$ cat config.mk
export PLATFORM = sky130hd
export DESIGN_NAME = tcp_timer
export DESIGN_NICKNAME = d
export VERILOG_FILES = /design/src/hw/tcp_timer.v
export VERILOG_INCLUDE_DIRS = /design/src /design/src/include
export SDC_FILE = /design/constraint.sdc
export NUM_CORES = 1
export LEC_CHECK = 0
export BUFFER_PORTS_ARGS = -buffer_cell sky130_fd_sc_hd__buf_4
export CAP_MARGIN = 30
export CORE_MARGIN = 2
export CORE_UTILIZATION = 53
export DETAILED_ROUTE_END_ITERATION = 8
export PLACE_DENSITY = 0.8
export SYNTH_ARGS = -nofsm -noshare
export SYNTH_HDL_FRONTEND = slang
export SYNTH_SLANG_ARGS = --single-unit
$ cat constraint.sdc
create_clock -name aclk -period 3.25 [get_ports aclk]
set_input_delay 0.1625 -clock aclk [delete_from_list [all_inputs] [get_ports aclk]]
set_output_delay 0.1625 -clock aclk [all_outputs]
set_load 0.01 [all_outputs]
$ cat src/include/tcp_consts.vh
// Constants for the two-channel timer and PWM block.
`ifndef TCP_CONSTS_VH
`define TCP_CONSTS_VH
`define TCP_ADDR_W 8
`define TCP_OFF_TSC 8'h00
`define TCP_OFF_CNT 8'h04
`define TCP_OFF_MOD 8'h08
`define TCP_OFF_C0SC 8'h0C
`define TCP_OFF_C0V 8'h10
`define TCP_OFF_C1SC 8'h14
`define TCP_OFF_C1V 8'h18
`define TCP_B_FLAG 7
`define TCP_B_IE 6
`define TCP_B_HALT 5
`define TCP_B_CRST 4
`define TCP_PS_HI 2
`define TCP_PS_LO 0
`define TCP_B_BSEL 5
`define TCP_B_USEL 4
`define TCP_B_ELH 3
`define TCP_B_ELL 2
`define TCP_B_TOV 1
`define TCP_B_MAX 0
`define TCP_MOD_RST 16'hFFFF
`define TCP_CNT_ZERO 16'h0000
`define TCP_PS_UNUSED 3'h7
`define TCP_PSC_W 6
`define TCP_ELS_OFF 2'h0
`define TCP_ELS_TOG 2'h1
`define TCP_ELS_CLR 2'h2
`define TCP_ELS_SET 2'h3
`define TCP_RESP_OKAY 2'h0
`define TCP_RESP_SLVERR 2'h2
`endif

$ cat src/hw/tcp_timer.v
// Two-channel timer with modulo counter, compare, capture and buffered PWM behind AXI4-Lite.
//
// Decided for this implementation: the placing of the registers and the AXI4-Lite register port.
`timescale 1ns/1ns
`include "tcp_consts.vh"

// What this block does
// RL1: Unbuffered compare uses the value as written now; a skipped value misses that period.
// RL2: Compare flag rises at pulse end; overflow flag rises at period end.
// RL3: Software writes shorter widths from compare handler, longer from overflow handler.
// RL4: Software should not use toggle-on-compare for PWM.
// RL5: Buffered select on channel 0 links both channels onto channel 0 pin, channel 0 first.
// RL6: In buffered mode the last written pair takes control at each overflow.
// RL7: In buffered mode channel 1 control is unused and its pin is released.
// RL8: Software writes only the inactive pair in buffered mode.
// RL9: Software initialises: halt and reset, period, width, mode bits, then release halt.
// RL10: Mode pair 0:1 selects unbuffered, 1:0 buffered compare or PWM.
// RL11: Edge/level pair 1:0 clears output on compare, 1:1 sets it.
// RL12: Buffered select of channel 0 beats its unbuffered select.
// RL13: Output toggles at overflow only with toggle-on-overflow; otherwise 0% duty.
// RL14: Full-duty plus toggle-on-overflow gives constant 100% duty.
// RL15: Overflow flag sets on reaching modulo; request gated by its enable.
// RL16: Channel flag sets on capture or compare; request gated by channel enable.
// RL17: In wait mode timer runs, registers refuse access, enabled requests wake.
// RL18: In stop mode timer halts and keeps all state, resuming afterwards.
// RL19: Debug break freezes counter and suppresses captures.
// RL20: During break, status clears only with break-clear enable set; otherwise untouched.
// RL21: First clear step before break holds during break; second step after clears.
// RL22: No external prescaler clock; each pin is capture or compare independently.
// RL23: Prescale codes 0 to 6 divide by 1 to 64; code 7 is unused.
// RL24: After reaching modulo the counter restarts from zero next timer clock.
// RL25: Pulse width runs from overflow to the channel compare match.
// RL26: Overflow flag clears by read with flag set then write 0; new overflow keeps it.
// RL27: A value pair write completes only when its low byte is written.
module tcp_timer #(
  parameter CW = 16
) (
  input wire aclk,
  input wire aresetn,
  input wire awvalid,
  output wire awready,
  input wire [`TCP_ADDR_W-1:0] awaddr,
  input wire [2:0] awprot,
  input wire wvalid,
  output wire wready,
  input wire [31:0] wdata,
  input wire [3:0] wstrb,
  output reg bvalid,
  input wire bready,
  output reg [1:0] bresp,
  input wire arvalid,
  output wire arready,
  input wire [`TCP_ADDR_W-1:0] araddr,
  input wire [2:0] arprot,
  output reg rvalid,
  input wire rready,
  output reg [31:0] rdata,
  output reg [1:0] rresp,
  input wire wait_mode,
  input wire stop_mode,
  input wire dbg_break,
  input wire break_clear_enable,
  input wire [1:0] chan_pin_i,
  output wire [1:0] chan_pin_o,
  output wire [1:0] chan_pin_oen,
  output reg irq_overflow,
  output reg [1:0] irq_channel,
  output reg wake_req
);

  reg [1:0] pin_s1_r;
  reg [1:0] pin_s2_r;
  reg [1:0] pin_s3_r;
  reg ovf_flag_r;
  reg ovf_ie_r;
  reg halt_r;
  reg [2:0] ps_r;
  reg ovf_arm_r;
  reg [CW-1:0] mod_r;
  reg mod_inhib_r;
  reg [CW-1:0] cnt_r;
  reg [`TCP_PSC_W-1:0] psc_r;
  reg [15:0] csc_r;
  reg [1:0] chan_arm_r;
  reg [2*CW-1:0] cval_r;
  reg [1:0] out_r;
  reg act_sel_r;
  reg last_sel_r;
  reg aw_got_r;
  reg [`TCP_ADDR_W-1:0] awaddr_r;
  reg w_got_r;
  reg [31:0] wdata_r;
  reg [3:0] wstrb_r;

  function [`TCP_PSC_W-1:0] psc_mask;
    input [2:0] ps;
    begin
      case (ps)
        3'h0: psc_mask = 6'h00;
        3'h1: psc_mask = 6'h01;
        3'h2: psc_mask = 6'h03;
        3'h3: psc_mask = 6'h07;
        3'h4: psc_mask = 6'h0F;
        3'h5: psc_mask = 6'h1F;
        default: psc_mask = 6'h3F;
      endcase
    end
  endfunction
  function [`TCP_ADDR_W-1:0] word_addr;
    input [`TCP_ADDR_W-1:0] a;
    begin
      word_addr = {a[`TCP_ADDR_W-1:2], 2'h0};
    end
  endfunction
  function is_mapped;
    input [`TCP_ADDR_W-1:0] a;
    begin
      case (word_addr(a))
        `TCP_OFF_TSC, `TCP_OFF_CNT, `TCP_OFF_MOD, `TCP_OFF_C0SC,
        `TCP_OFF_C0V, `TCP_OFF_C1SC, `TCP_OFF_C1V: is_mapped = 1'b1;
        default: is_mapped = 1'b0;
      endcase
    end
  endfunction
  // Channel control fields, channel 0 in the low byte.
  wire bsel0 = csc_r[`TCP_B_BSEL];
  wire [1:0] usel = {csc_r[8+`TCP_B_USEL], csc_r[`TCP_B_USEL]};
  wire [1:0] els0 = {csc_r[`TCP_B_ELH], csc_r[`TCP_B_ELL]};
  wire [1:0] els1 = {csc_r[8+`TCP_B_ELH], csc_r[8+`TCP_B_ELL]};
  wire [1:0] tov = {csc_r[8+`TCP_B_TOV], csc_r[`TCP_B_TOV]};
  wire [1:0] fmax = {csc_r[8+`TCP_B_MAX], csc_r[`TCP_B_MAX]};
  wire [1:0] cflag = {csc_r[8+`TCP_B_FLAG], csc_r[`TCP_B_FLAG]};
  wire [1:0] cie = {csc_r[8+`TCP_B_IE], csc_r[`TCP_B_IE]};

  // Buffered select wins over unbuffered select on channel 0. [RL10] [RL12]
  wire [1:0] oc_en;
  assign oc_en[0] = (els0 != `TCP_ELS_OFF) && (bsel0 || usel[0]);
  assign oc_en[1] = !bsel0 && (els1 != `TCP_ELS_OFF) && usel[1]; // [RL7]
  wire [1:0] ic_en;
  assign ic_en[0] = (els0 != `TCP_ELS_OFF) && !bsel0 && !usel[0]; // [RL22]
  assign ic_en[1] = (els1 != `TCP_ELS_OFF) && !bsel0 && !usel[1]; // [RL22]
  // The counter only advances from the bus clock; there is no outside timer clock. [RL22]
  wire run = !halt_r && !stop_mode && !dbg_break; // [RL18] [RL19]
  wire [`TCP_PSC_W-1:0] pmask = psc_mask(ps_r);
  wire tick = run && (ps_r != `TCP_PS_UNUSED) && ((psc_r & pmask) == pmask); // [RL23]
  wire [CW-1:0] cnt_nxt = (cnt_r == mod_r) ? {CW{1'b0}} : cnt_r + 1'b1; // [RL24]
  wire reach = tick && (cnt_nxt == mod_r);
  // Buffered mode compares channel 0 against whichever pair is active. [RL5] [RL6]
  wire [CW-1:0] cmp0 = (bsel0 && act_sel_r) ? cval_r[2*CW-1:CW] : cval_r[CW-1:0];
  wire [1:0] match;
  // Compare sees the value as currently written, so a jump past the count misses. [RL1] [RL25]
  assign match[0] = tick && oc_en[0] && (cnt_nxt == cmp0);
  assign match[1] = tick && oc_en[1] && (cnt_nxt == cval_r[2*CW-1:CW]);
  // Captures are held off while halted, stopped or in break. [RL19]
  wire [1:0] rise = pin_s2_r & ~pin_s3_r;
  wire [1:0] fall = ~pin_s2_r & pin_s3_r;
  wire [1:0] cap;
  assign cap[0] = run && ic_en[0] && ((els0[0] && rise[0]) || (els0[1] && fall[0]));
  assign cap[1] = run && ic_en[1] && ((els1[0] && rise[1]) || (els1[1] && fall[1]));
  wire [1:0] chan_set = match | cap; // [RL16] [RL2]
  wire ovf_set = reach && !mod_inhib_r; // [RL15] [RL2]
  // Bus handshakes; one write and one read at a time.
  assign awready = !aw_got_r && !bvalid;
  assign wready = !w_got_r && !bvalid;
  assign arready = !rvalid;
  wire wr_fire = aw_got_r && w_got_r && !bvalid;
  wire wr_ok = wr_fire && !wait_mode && is_mapped(awaddr_r); // [RL17]
  wire [`TCP_ADDR_W-1:0] wa = word_addr(awaddr_r);
  wire rd_fire = arvalid && !rvalid;
  wire rd_ok = rd_fire && !wait_mode && is_mapped(araddr); // [RL17]
  wire [`TCP_ADDR_W-1:0] ra = word_addr(araddr);
  // In break with clearing disabled, accesses leave status untouched. [RL20]
  wire clr_ok = !dbg_break || break_clear_enable;
  wire b0 = wstrb_r[0];
  wire b1 = wstrb_r[1];
  wire w_tsc = wr_ok && (wa == `TCP_OFF_TSC) && b0;
  wire w_c0sc = wr_ok && (wa == `TCP_OFF_C0SC) && b0;
  wire w_c1sc = wr_ok && (wa == `TCP_OFF_C1SC) && b0 && !bsel0; // [RL7]
  wire [1:0] w_cv_lo;
  assign w_cv_lo[0] = wr_ok && (wa == `TCP_OFF_C0V) && b0;
  assign w_cv_lo[1] = wr_ok && (wa == `TCP_OFF_C1V) && b0;
  wire [1:0] w_cv_hi;
  assign w_cv_hi[0] = wr_ok && (wa == `TCP_OFF_C0V) && b1;
  assign w_cv_hi[1] = wr_ok && (wa == `TCP_OFF_C1V) && b1;
  wire crst = w_tsc && wdata_r[`TCP_B_CRST];
  // Second step of the flag clear: write 0 after an armed read. [RL26] [RL21]
  wire ovf_clr = w_tsc && !wdata_r[`TCP_B_FLAG] && ovf_arm_r && clr_ok;
  wire [1:0] chan_clr;
  assign chan_clr[0] = w_c0sc && !wdata_r[`TCP_B_FLAG] && chan_arm_r[0] && clr_ok;
  assign chan_clr[1] = w_c1sc && !wdata_r[`TCP_B_FLAG] && chan_arm_r[1] && clr_ok;
  wire ovf_arm_set = rd_ok && (ra == `TCP_OFF_TSC) && ovf_flag_r && clr_ok;
  wire [1:0] chan_arm_set;
  assign chan_arm_set[0] = rd_ok && (ra == `TCP_OFF_C0SC) && cflag[0] && clr_ok;
  assign chan_arm_set[1] = rd_ok && (ra == `TCP_OFF_C1SC) && cflag[1] && clr_ok && !bsel0;

  // Output next state for both channels.
  reg [1:0] out_nxt;
  reg [1:0] els_i;
  reg v;
  integer i;
  integer j;
  always @* begin
    out_nxt = out_r;
    els_i = `TCP_ELS_OFF;
    v = 1'b0;
    for (i = 0; i < 2; i = i + 1) begin
      els_i = (i == 0) ? els0 : els1;
      v = out_r[i];
      if (els_i == `TCP_ELS_OFF) begin
        v = !usel[i];
      end else if (oc_en[i]) begin
        if (fmax[i] && tov[i]) begin
          v = !els_i[0]; // [RL14]
        end else begin
          if (reach && tov[i]) begin
            v = !v; // [RL13]
          end
          if (match[i]) begin
            case (els_i)
              `TCP_ELS_TOG: v = !v;
              `TCP_ELS_CLR: v = 1'b0; // [RL11]
              `TCP_ELS_SET: v = 1'b1; // [RL11]
              default: v = v;
            endcase
          end
        end
      end
      out_nxt[i] = v;
    end
  end

  // Pins are driven only in compare mode; oen low means driving.
  assign chan_pin_o = out_r;
  assign chan_pin_oen = ~oc_en; // [RL5] [RL7]

  // Read data mux.
  reg [31:0] rd_val;
  always @* begin
    rd_val = 32'h00000000;
    case (ra)
      `TCP_OFF_TSC: rd_val[7:0] = {ovf_flag_r, ovf_ie_r, halt_r, 2'h0, ps_r};
      `TCP_OFF_CNT: rd_val[CW-1:0] = cnt_r;
      `TCP_OFF_MOD: rd_val[CW-1:0] = mod_r;
      `TCP_OFF_C0SC: rd_val[7:0] = csc_r[7:0];
      `TCP_OFF_C0V: rd_val[CW-1:0] = cval_r[CW-1:0];
      `TCP_OFF_C1SC: rd_val[7:0] = bsel0 ? 8'h00 : csc_r[15:8]; // [RL7]
      `TCP_OFF_C1V: rd_val[CW-1:0] = cval_r[2*CW-1:CW];
      default: rd_val = 32'h00000000;
    endcase
  end

  // Pin synchronisers; the first stage feeds only the second.
  always @(posedge aclk) begin
    if (!aresetn) begin
      pin_s1_r <= 2'h0;
      pin_s2_r <= 2'h0;
      pin_s3_r <= 2'h0;
    end else begin
      pin_s1_r <= chan_pin_i;
      pin_s2_r <= pin_s1_r;
      pin_s3_r <= pin_s2_r;
    end
  end

  // Bus channel state.
  always @(posedge aclk) begin
    if (!aresetn) begin
      aw_got_r <= 1'b0;
      awaddr_r <= `TCP_OFF_TSC;
      w_got_r <= 1'b0;
      wdata_r <= 32'h00000000;
      wstrb_r <= 4'h0;
      bvalid <= 1'b0;
      bresp <= `TCP_RESP_OKAY;
      rvalid <= 1'b0;
      rdata <= 32'h00000000;
      rresp <= `TCP_RESP_OKAY;
    end else begin
      if (awvalid && awready) begin
        aw_got_r <= 1'b1;
        awaddr_r <= awaddr;
      end
      if (wvalid && wready) begin
        w_got_r <= 1'b1;
        wdata_r <= wdata;
        wstrb_r <= wstrb;
      end
      if (wr_fire) begin
        aw_got_r <= 1'b0;
        w_got_r <= 1'b0;
        bvalid <= 1'b1;
        bresp <= wr_ok ? `TCP_RESP_OKAY : `TCP_RESP_SLVERR;
      end else if (bvalid && bready) begin
        bvalid <= 1'b0;
      end
      if (rd_fire) begin
        rvalid <= 1'b1;
        rdata <= rd_ok ? rd_val : 32'h00000000;
        rresp <= rd_ok ? `TCP_RESP_OKAY : `TCP_RESP_SLVERR;
      end else if (rvalid && rready) begin
        rvalid <= 1'b0;
      end
    end
  end

  // Timer core and registers. Stop mode only gates the advance, so every value is kept. [RL18]
  always @(posedge aclk) begin
    if (!aresetn) begin
      ovf_flag_r <= 1'b0;
      ovf_ie_r <= 1'b0;
      halt_r <= 1'b1;
      ps_r <= 3'h0;
      ovf_arm_r <= 1'b0;
      mod_r <= `TCP_MOD_RST;
      mod_inhib_r <= 1'b0;
      cnt_r <= `TCP_CNT_ZERO;
      psc_r <= 6'h00;
      csc_r <= 16'h0000;
      chan_arm_r <= 2'h0;
      cval_r <= {2*CW{1'b0}};
      out_r <= 2'h0;
      act_sel_r <= 1'b0;
      last_sel_r <= 1'b0;
      irq_overflow <= 1'b0;
      irq_channel <= 2'h0;
      wake_req <= 1'b0;
    end else begin
      // Counter reset also clears the prescaler and wins over counting.
      if (crst) begin
        cnt_r <= `TCP_CNT_ZERO;
        psc_r <= 6'h00;
      end else if (run) begin
        psc_r <= psc_r + 1'b1;
        if (tick) begin
          cnt_r <= cnt_nxt; // [RL24]
        end
      end
      if (w_tsc) begin
        ovf_ie_r <= wdata_r[`TCP_B_IE];
        halt_r <= wdata_r[`TCP_B_HALT];
        ps_r <= wdata_r[`TCP_PS_HI:`TCP_PS_LO];
      end
      // Set beats clear, and a new overflow disarms the pending clear. [RL26]
      ovf_flag_r <= ovf_set || (ovf_flag_r && !ovf_clr); // [RL15]
      ovf_arm_r <= !ovf_set && !ovf_clr && (ovf_arm_r || ovf_arm_set); // [RL21]
      // A high byte alone holds off the overflow flag until the low byte lands.
      if (wr_ok && (wa == `TCP_OFF_MOD)) begin
        if (b0) begin
          mod_r[7:0] <= wdata_r[7:0];
        end
        if (b1) begin
          mod_r[CW-1:8] <= wdata_r[CW-1:8];
        end
        mod_inhib_r <= b1 && !b0;
      end
      if (w_c0sc) begin
        csc_r[6:0] <= wdata_r[6:0];
      end
      if (w_c1sc) begin
        csc_r[14:8] <= {wdata_r[6], 1'b0, wdata_r[4:0]};
      end
      csc_r[`TCP_B_FLAG] <= chan_set[0] || (cflag[0] && !chan_clr[0]); // [RL16]
      csc_r[8+`TCP_B_FLAG] <= chan_set[1] || (cflag[1] && !chan_clr[1]); // [RL16]
      chan_arm_r <= ~chan_set & ~chan_clr & (chan_arm_r | chan_arm_set); // [RL21]
      // Channel values: a capture wins over a write in the same cycle.
      for (j = 0; j < 2; j = j + 1) begin
        if (cap[j]) begin
          cval_r[j*CW +: CW] <= cnt_r;
        end else begin
          if (w_cv_lo[j]) begin
            cval_r[j*CW +: 8] <= wdata_r[7:0];
          end
          if (w_cv_hi[j]) begin
            cval_r[j*CW+8 +: CW-8] <= wdata_r[CW-1:8];
          end
        end
      end
      // Only a low byte write marks a pair as last written. [RL27]
      if (!bsel0) begin
        last_sel_r <= 1'b0;
      end else if (w_cv_lo[1]) begin
        last_sel_r <= 1'b1; // [RL6]
      end else if (w_cv_lo[0]) begin
        last_sel_r <= 1'b0; // [RL6]
      end
      // Channel 0 owns the output until an overflow hands over. [RL5]
      if (!bsel0) begin
        act_sel_r <= 1'b0;
      end else if (reach) begin
        act_sel_r <= w_cv_lo[1] ? 1'b1 : (w_cv_lo[0] ? 1'b0 : last_sel_r); // [RL6]
      end
      out_r <= out_nxt;
      irq_overflow <= ovf_flag_r && ovf_ie_r; // [RL15]
      irq_channel <= cflag & cie; // [RL16]
      // Wait mode keeps the timer running; any enabled request wakes the core. [RL17]
      wake_req <= wait_mode && ((ovf_flag_r && ovf_ie_r) || |(cflag & cie));
    end
  end

endmodule

==> qor.yml <==
timing:
  finalCritPeriodShare: 1.009
  fin_ws_ps: -30.32
  tightest_slew_ps: 1026
  finalMaxSlewViolations: 0
  fmax_mhz: 304.8
  skew_ps: 10.66
  final_hold_viol_count: 0
  fin_crit_ps: 3280
  rsz0062_at_grt: "true"
  max_slew_margin: 0.3132
  finalSetupViolations: 1
detailed_routing:
  routed_wl_um: 30690
  wl_per_cell_um: 20.49
  dr_total_vias: 9286
  drtIter0Drc: 1129
  vias_per_cell: 6.199
  firstDrtPassIters: 6
  drc: 0
  postRouteAntennaNets: 0
global_routing:
  grt_pass1_vias: 8468
  grt_pass1_wl_um: 46710
  grt_use_total: 0.3322
  grt_max_degree: 96
  antenna_found_initial: 0
  grt_overflow: 0
synth:
  synth_edf_count: 0
  synth_compound_area_frac: 0.2105
  yosys_warnings: 0
  synth-simple-area-share: 0.2425
  synth_seq_area_share: 0.3419
  synth_top_family_by_area: "simple AND/OR/NAND/NOR gates"
  ys_ff_latch: 155
  avgSynthCellArea_um2: 8.310
  synth_area_um2: 9075
  ys.flop_type: "dfxtp_1"
  synth_cells: 1092
  synth_xor_area_frac: 0.05170
  synth-adder-area-share: 0.002757
  synthArstFlopShare: 0
  synthMuxAreaShare: 0.09279
  synth.distinct_cells: 76
die:
  die_x_um: 134.9
  boundaryPins: 120
  fp.coreArea_um2: 16640
  die_y_um: 134.9
  rows: 47
  die_area_um2: 18190
  start_util: 0.5453
setup_path:
  crit_chain: "buf_4 > xor2_1 > nor4_2 > nand4_1 > buf_4 > a311oi_4 > o311ai_4 > a2111oi_4 > buf_4 > a21o_1 > a211oi_1 > a311o_1 > a221o_1"
  critPathRequiredTime_ps: 3580
  arrival_ps: 3610
  cp_num_buf_inv: 3
  cp-startpoint: "cnt_r[6]"
  cp_slowest_cell: "dfxtp_4"
  endpoint_kind: "register"
  critPathLaunchType: "register"
  cp_top_family: "compound AO/OA/AOI/OAI gates"
  crit_fanout: 5
  path_class: "reg -> reg"
  path_common_cell: "buf_4"
  cpPeakStageDelay_ps: 370
  r2r-start: "cnt_r[6]"
cells_and_area:
  fin_nets: 1338
  ff_latch_area_um2: 3113
  area_growth_pct: 28.64
  filler_cell_count: 1251
  final_cells: 1498
  drive_gt1_frac: 0.2300
  multiInputGateArea_um2: 5771
  fin_area_um2: 11670
  diodes: 0
run_status:
  status: "complete, but fails checks"
  failed_checks: "negative setup slack"
clock_network:
  cts_sinks: 155
  root_buffer: "clkbuf_16"
  cts_tree: "built"
  clockBufferDepth: 2
  h-tree-depth: 4
  clk_pin_slew_worst_paths_ps: 70
  cts_made_buffers: 17
  clock_latency_ps: 440
worst_hold_path:
  hold_class: "in -> reg"
  hp-start: "wdata[0]"
pwr:
  powerDensity_nw_per_um2: 369.6
  p_leak_uw: 0.005094
  vdd_drop_max_mv: 0.3517
flow_run:
  max_cap_viol_count: 0
place:
  dpl.cell_count: 1427
  dpl.hpwl_um: 21400
  postPlaceCellArea_um2: 10450
  gp_congestion: 0.9819
  port_buffers: 73
==> metrics by stage <==
stage          setup slack, ps  utilization  power [uW]  hold slack, ps  setup TNS (ps)
2_1_floorplan            77.97            -        2164           281.7               0
3_3_place_gp            -45.51       0.6278        2250           376.1          -45.51
3_5_place_dp            -103.6       0.6278        2257           385.7          -103.6
4_1_cts                  6.430       0.6835        4312           2.185               0
5_1_grt                 -42.45       0.7015        4442           6.083          -62.12
6_report                -30.32       0.7015        4315           8.645          -30.32
==> power by group <==
group	switching [uW]	internal [uW]	leakage [uW]	total, uW
clock network	952	1110	0.000296	2070
registers	49.9	1930	0.00126	1980
logic	141	131	0.00354	272
total	1140	3170	0.00509	4320
==> worst register-to-register path: cells and delay by family, from the launching register on <==
kind | cells | cell delay, ps
AO/OA/AOI/OAI | 7 | 1420
AND/OR/NAND/NOR | 2 | 660
buffers and inverters | 3 | 600
flip-flops | 1 | 370
XOR/XNOR | 1 | 160
==> layout by cell type (no fill, tap or decap), types with 5 or more instances in the layout <==
master / n
buf_4: 195
nand2_1: 160
dfxtp_1: 149
mux2i_1: 74
nor2_1: 66
nor2b_1: 45
o211a_1: 36
a21boi_0: 30
nand3_1: 30
xnor2_1: 28
o21ai_0: 27
a22oi_1: 27
dlygate4sd3_1: 27
inv_1: 22
xor2_1: 21
a21oi_1: 21
conb_1: 18
clkbuf_16: 17
nand4_1: 16
nand2b_1: 15
nor3_1: 15
and3_1: 13
and2_1: 12
a31oi_1: 12
nor4_1: 11
a221o_1: 11
a22o_1: 10
mux2_2: 9
or3_1: 8
o22ai_1: 8
o211ai_1: 8
o21ai_1: 5
and4_1: 5
o21a_1: 5
nand3b_1: 5
nor4_2: 5
a221oi_1: 5
clkinv_8: 5
dfxtp_2: 5
==> path summary, 6_finish.rpt <==
kind | to | slack (ps) | cells after the start
worst max-delay path | chan_pin_o[1] | -30 | 13
worst min-delay path | wdata_r[0] | 9 | 3
worst max register to register | chan_pin_o[1] | -30 | 13
worst min register to register | pin_s2_r[1] | 440 | 1
==> registers in the layout (all words and copies together) (netlist names), 6 cells and up <==
name,cells
psc_r,6
mod_r,16
cval_r,32
csc_r,15
wdata_r,16
awaddr_r,6
rdata,16
cnt_r,16
==> what timing repair did <==
item	4_1_cts	5_1_grt
pin swaps	1	17
setup endpoints to repair	2	4
resized for setup	6	45
setup buffers	0	11
hold buffers	27	0
cloned	0	1
hold endpoints to repair	26	0
==> area by class of cell <==
cell class                 instances  share of cell area
clock buffer                      17             0.03644
clock inverter                    15             0.01693
inverter                          22            0.007074
multi-input combinational        840              0.4943
sequential                       155              0.2667
tap                              220             0.02358
timing repair buffer             229              0.1550
==> synthesized netlist by cell type (all sizes together) (3+ instances only) <==
cell       n  area share
o22ai      8      0.0055
a21oi     22       0.013
a22oi     27       0.022
o21ai     32       0.018
and3      14      0.0097
dfxtp    155        0.34
nand4b     4      0.0039
a211oi     4      0.0033
and4       7      0.0068
o41ai      3      0.0029
a21boi    30       0.025
and2      14      0.0097
nor2      68       0.028
or2        4      0.0028
o32ai      4      0.0039
clkbuf    56       0.023
a221o     11       0.012
buf       36       0.025
o31ai      4      0.0033
mux2       9       0.011
nand3b     5      0.0041
a2111oi    3      0.0057
nand2b    15       0.010
a221oi     5      0.0048
inv       22      0.0091
nand3     32       0.018
nor2b     45       0.031
nand4     17       0.013
o211a     37       0.041
nand2    160       0.066
a31oi     13      0.0090
mux2i     74       0.082
xnor2     29       0.028
nor3      19       0.012
a22o      10      0.0097
nor4      18       0.014
or3        8      0.0055
o211ai     8      0.0066
o21a       5      0.0041
xor2      22       0.021
or4        3      0.0025
==> layer usage <==
layer | global-route usage | vias to the layer above | wire, um
met4 | 0.1515 | 0 | 1387
met5 | 0 | - | 0
met2 | 0.5259 | 487 | 14250
met3 | 0.05405 | 87 | 2789
met1 | 0.4453 | 4455 | 12260
li1 | - | 4257 | -
==> cell families after synthesis <==
kind of cell / after synthesis
AOI/OAI and AO/OA: 247
xor gates and xnor gates: 52
adders and majority gates: 2
buffers and inverters: 114
DFF: 155
muxes: 83
other: 1
and+or+nand+nor: 438
No activity file was read; power rests on OpenSTA's default activity.
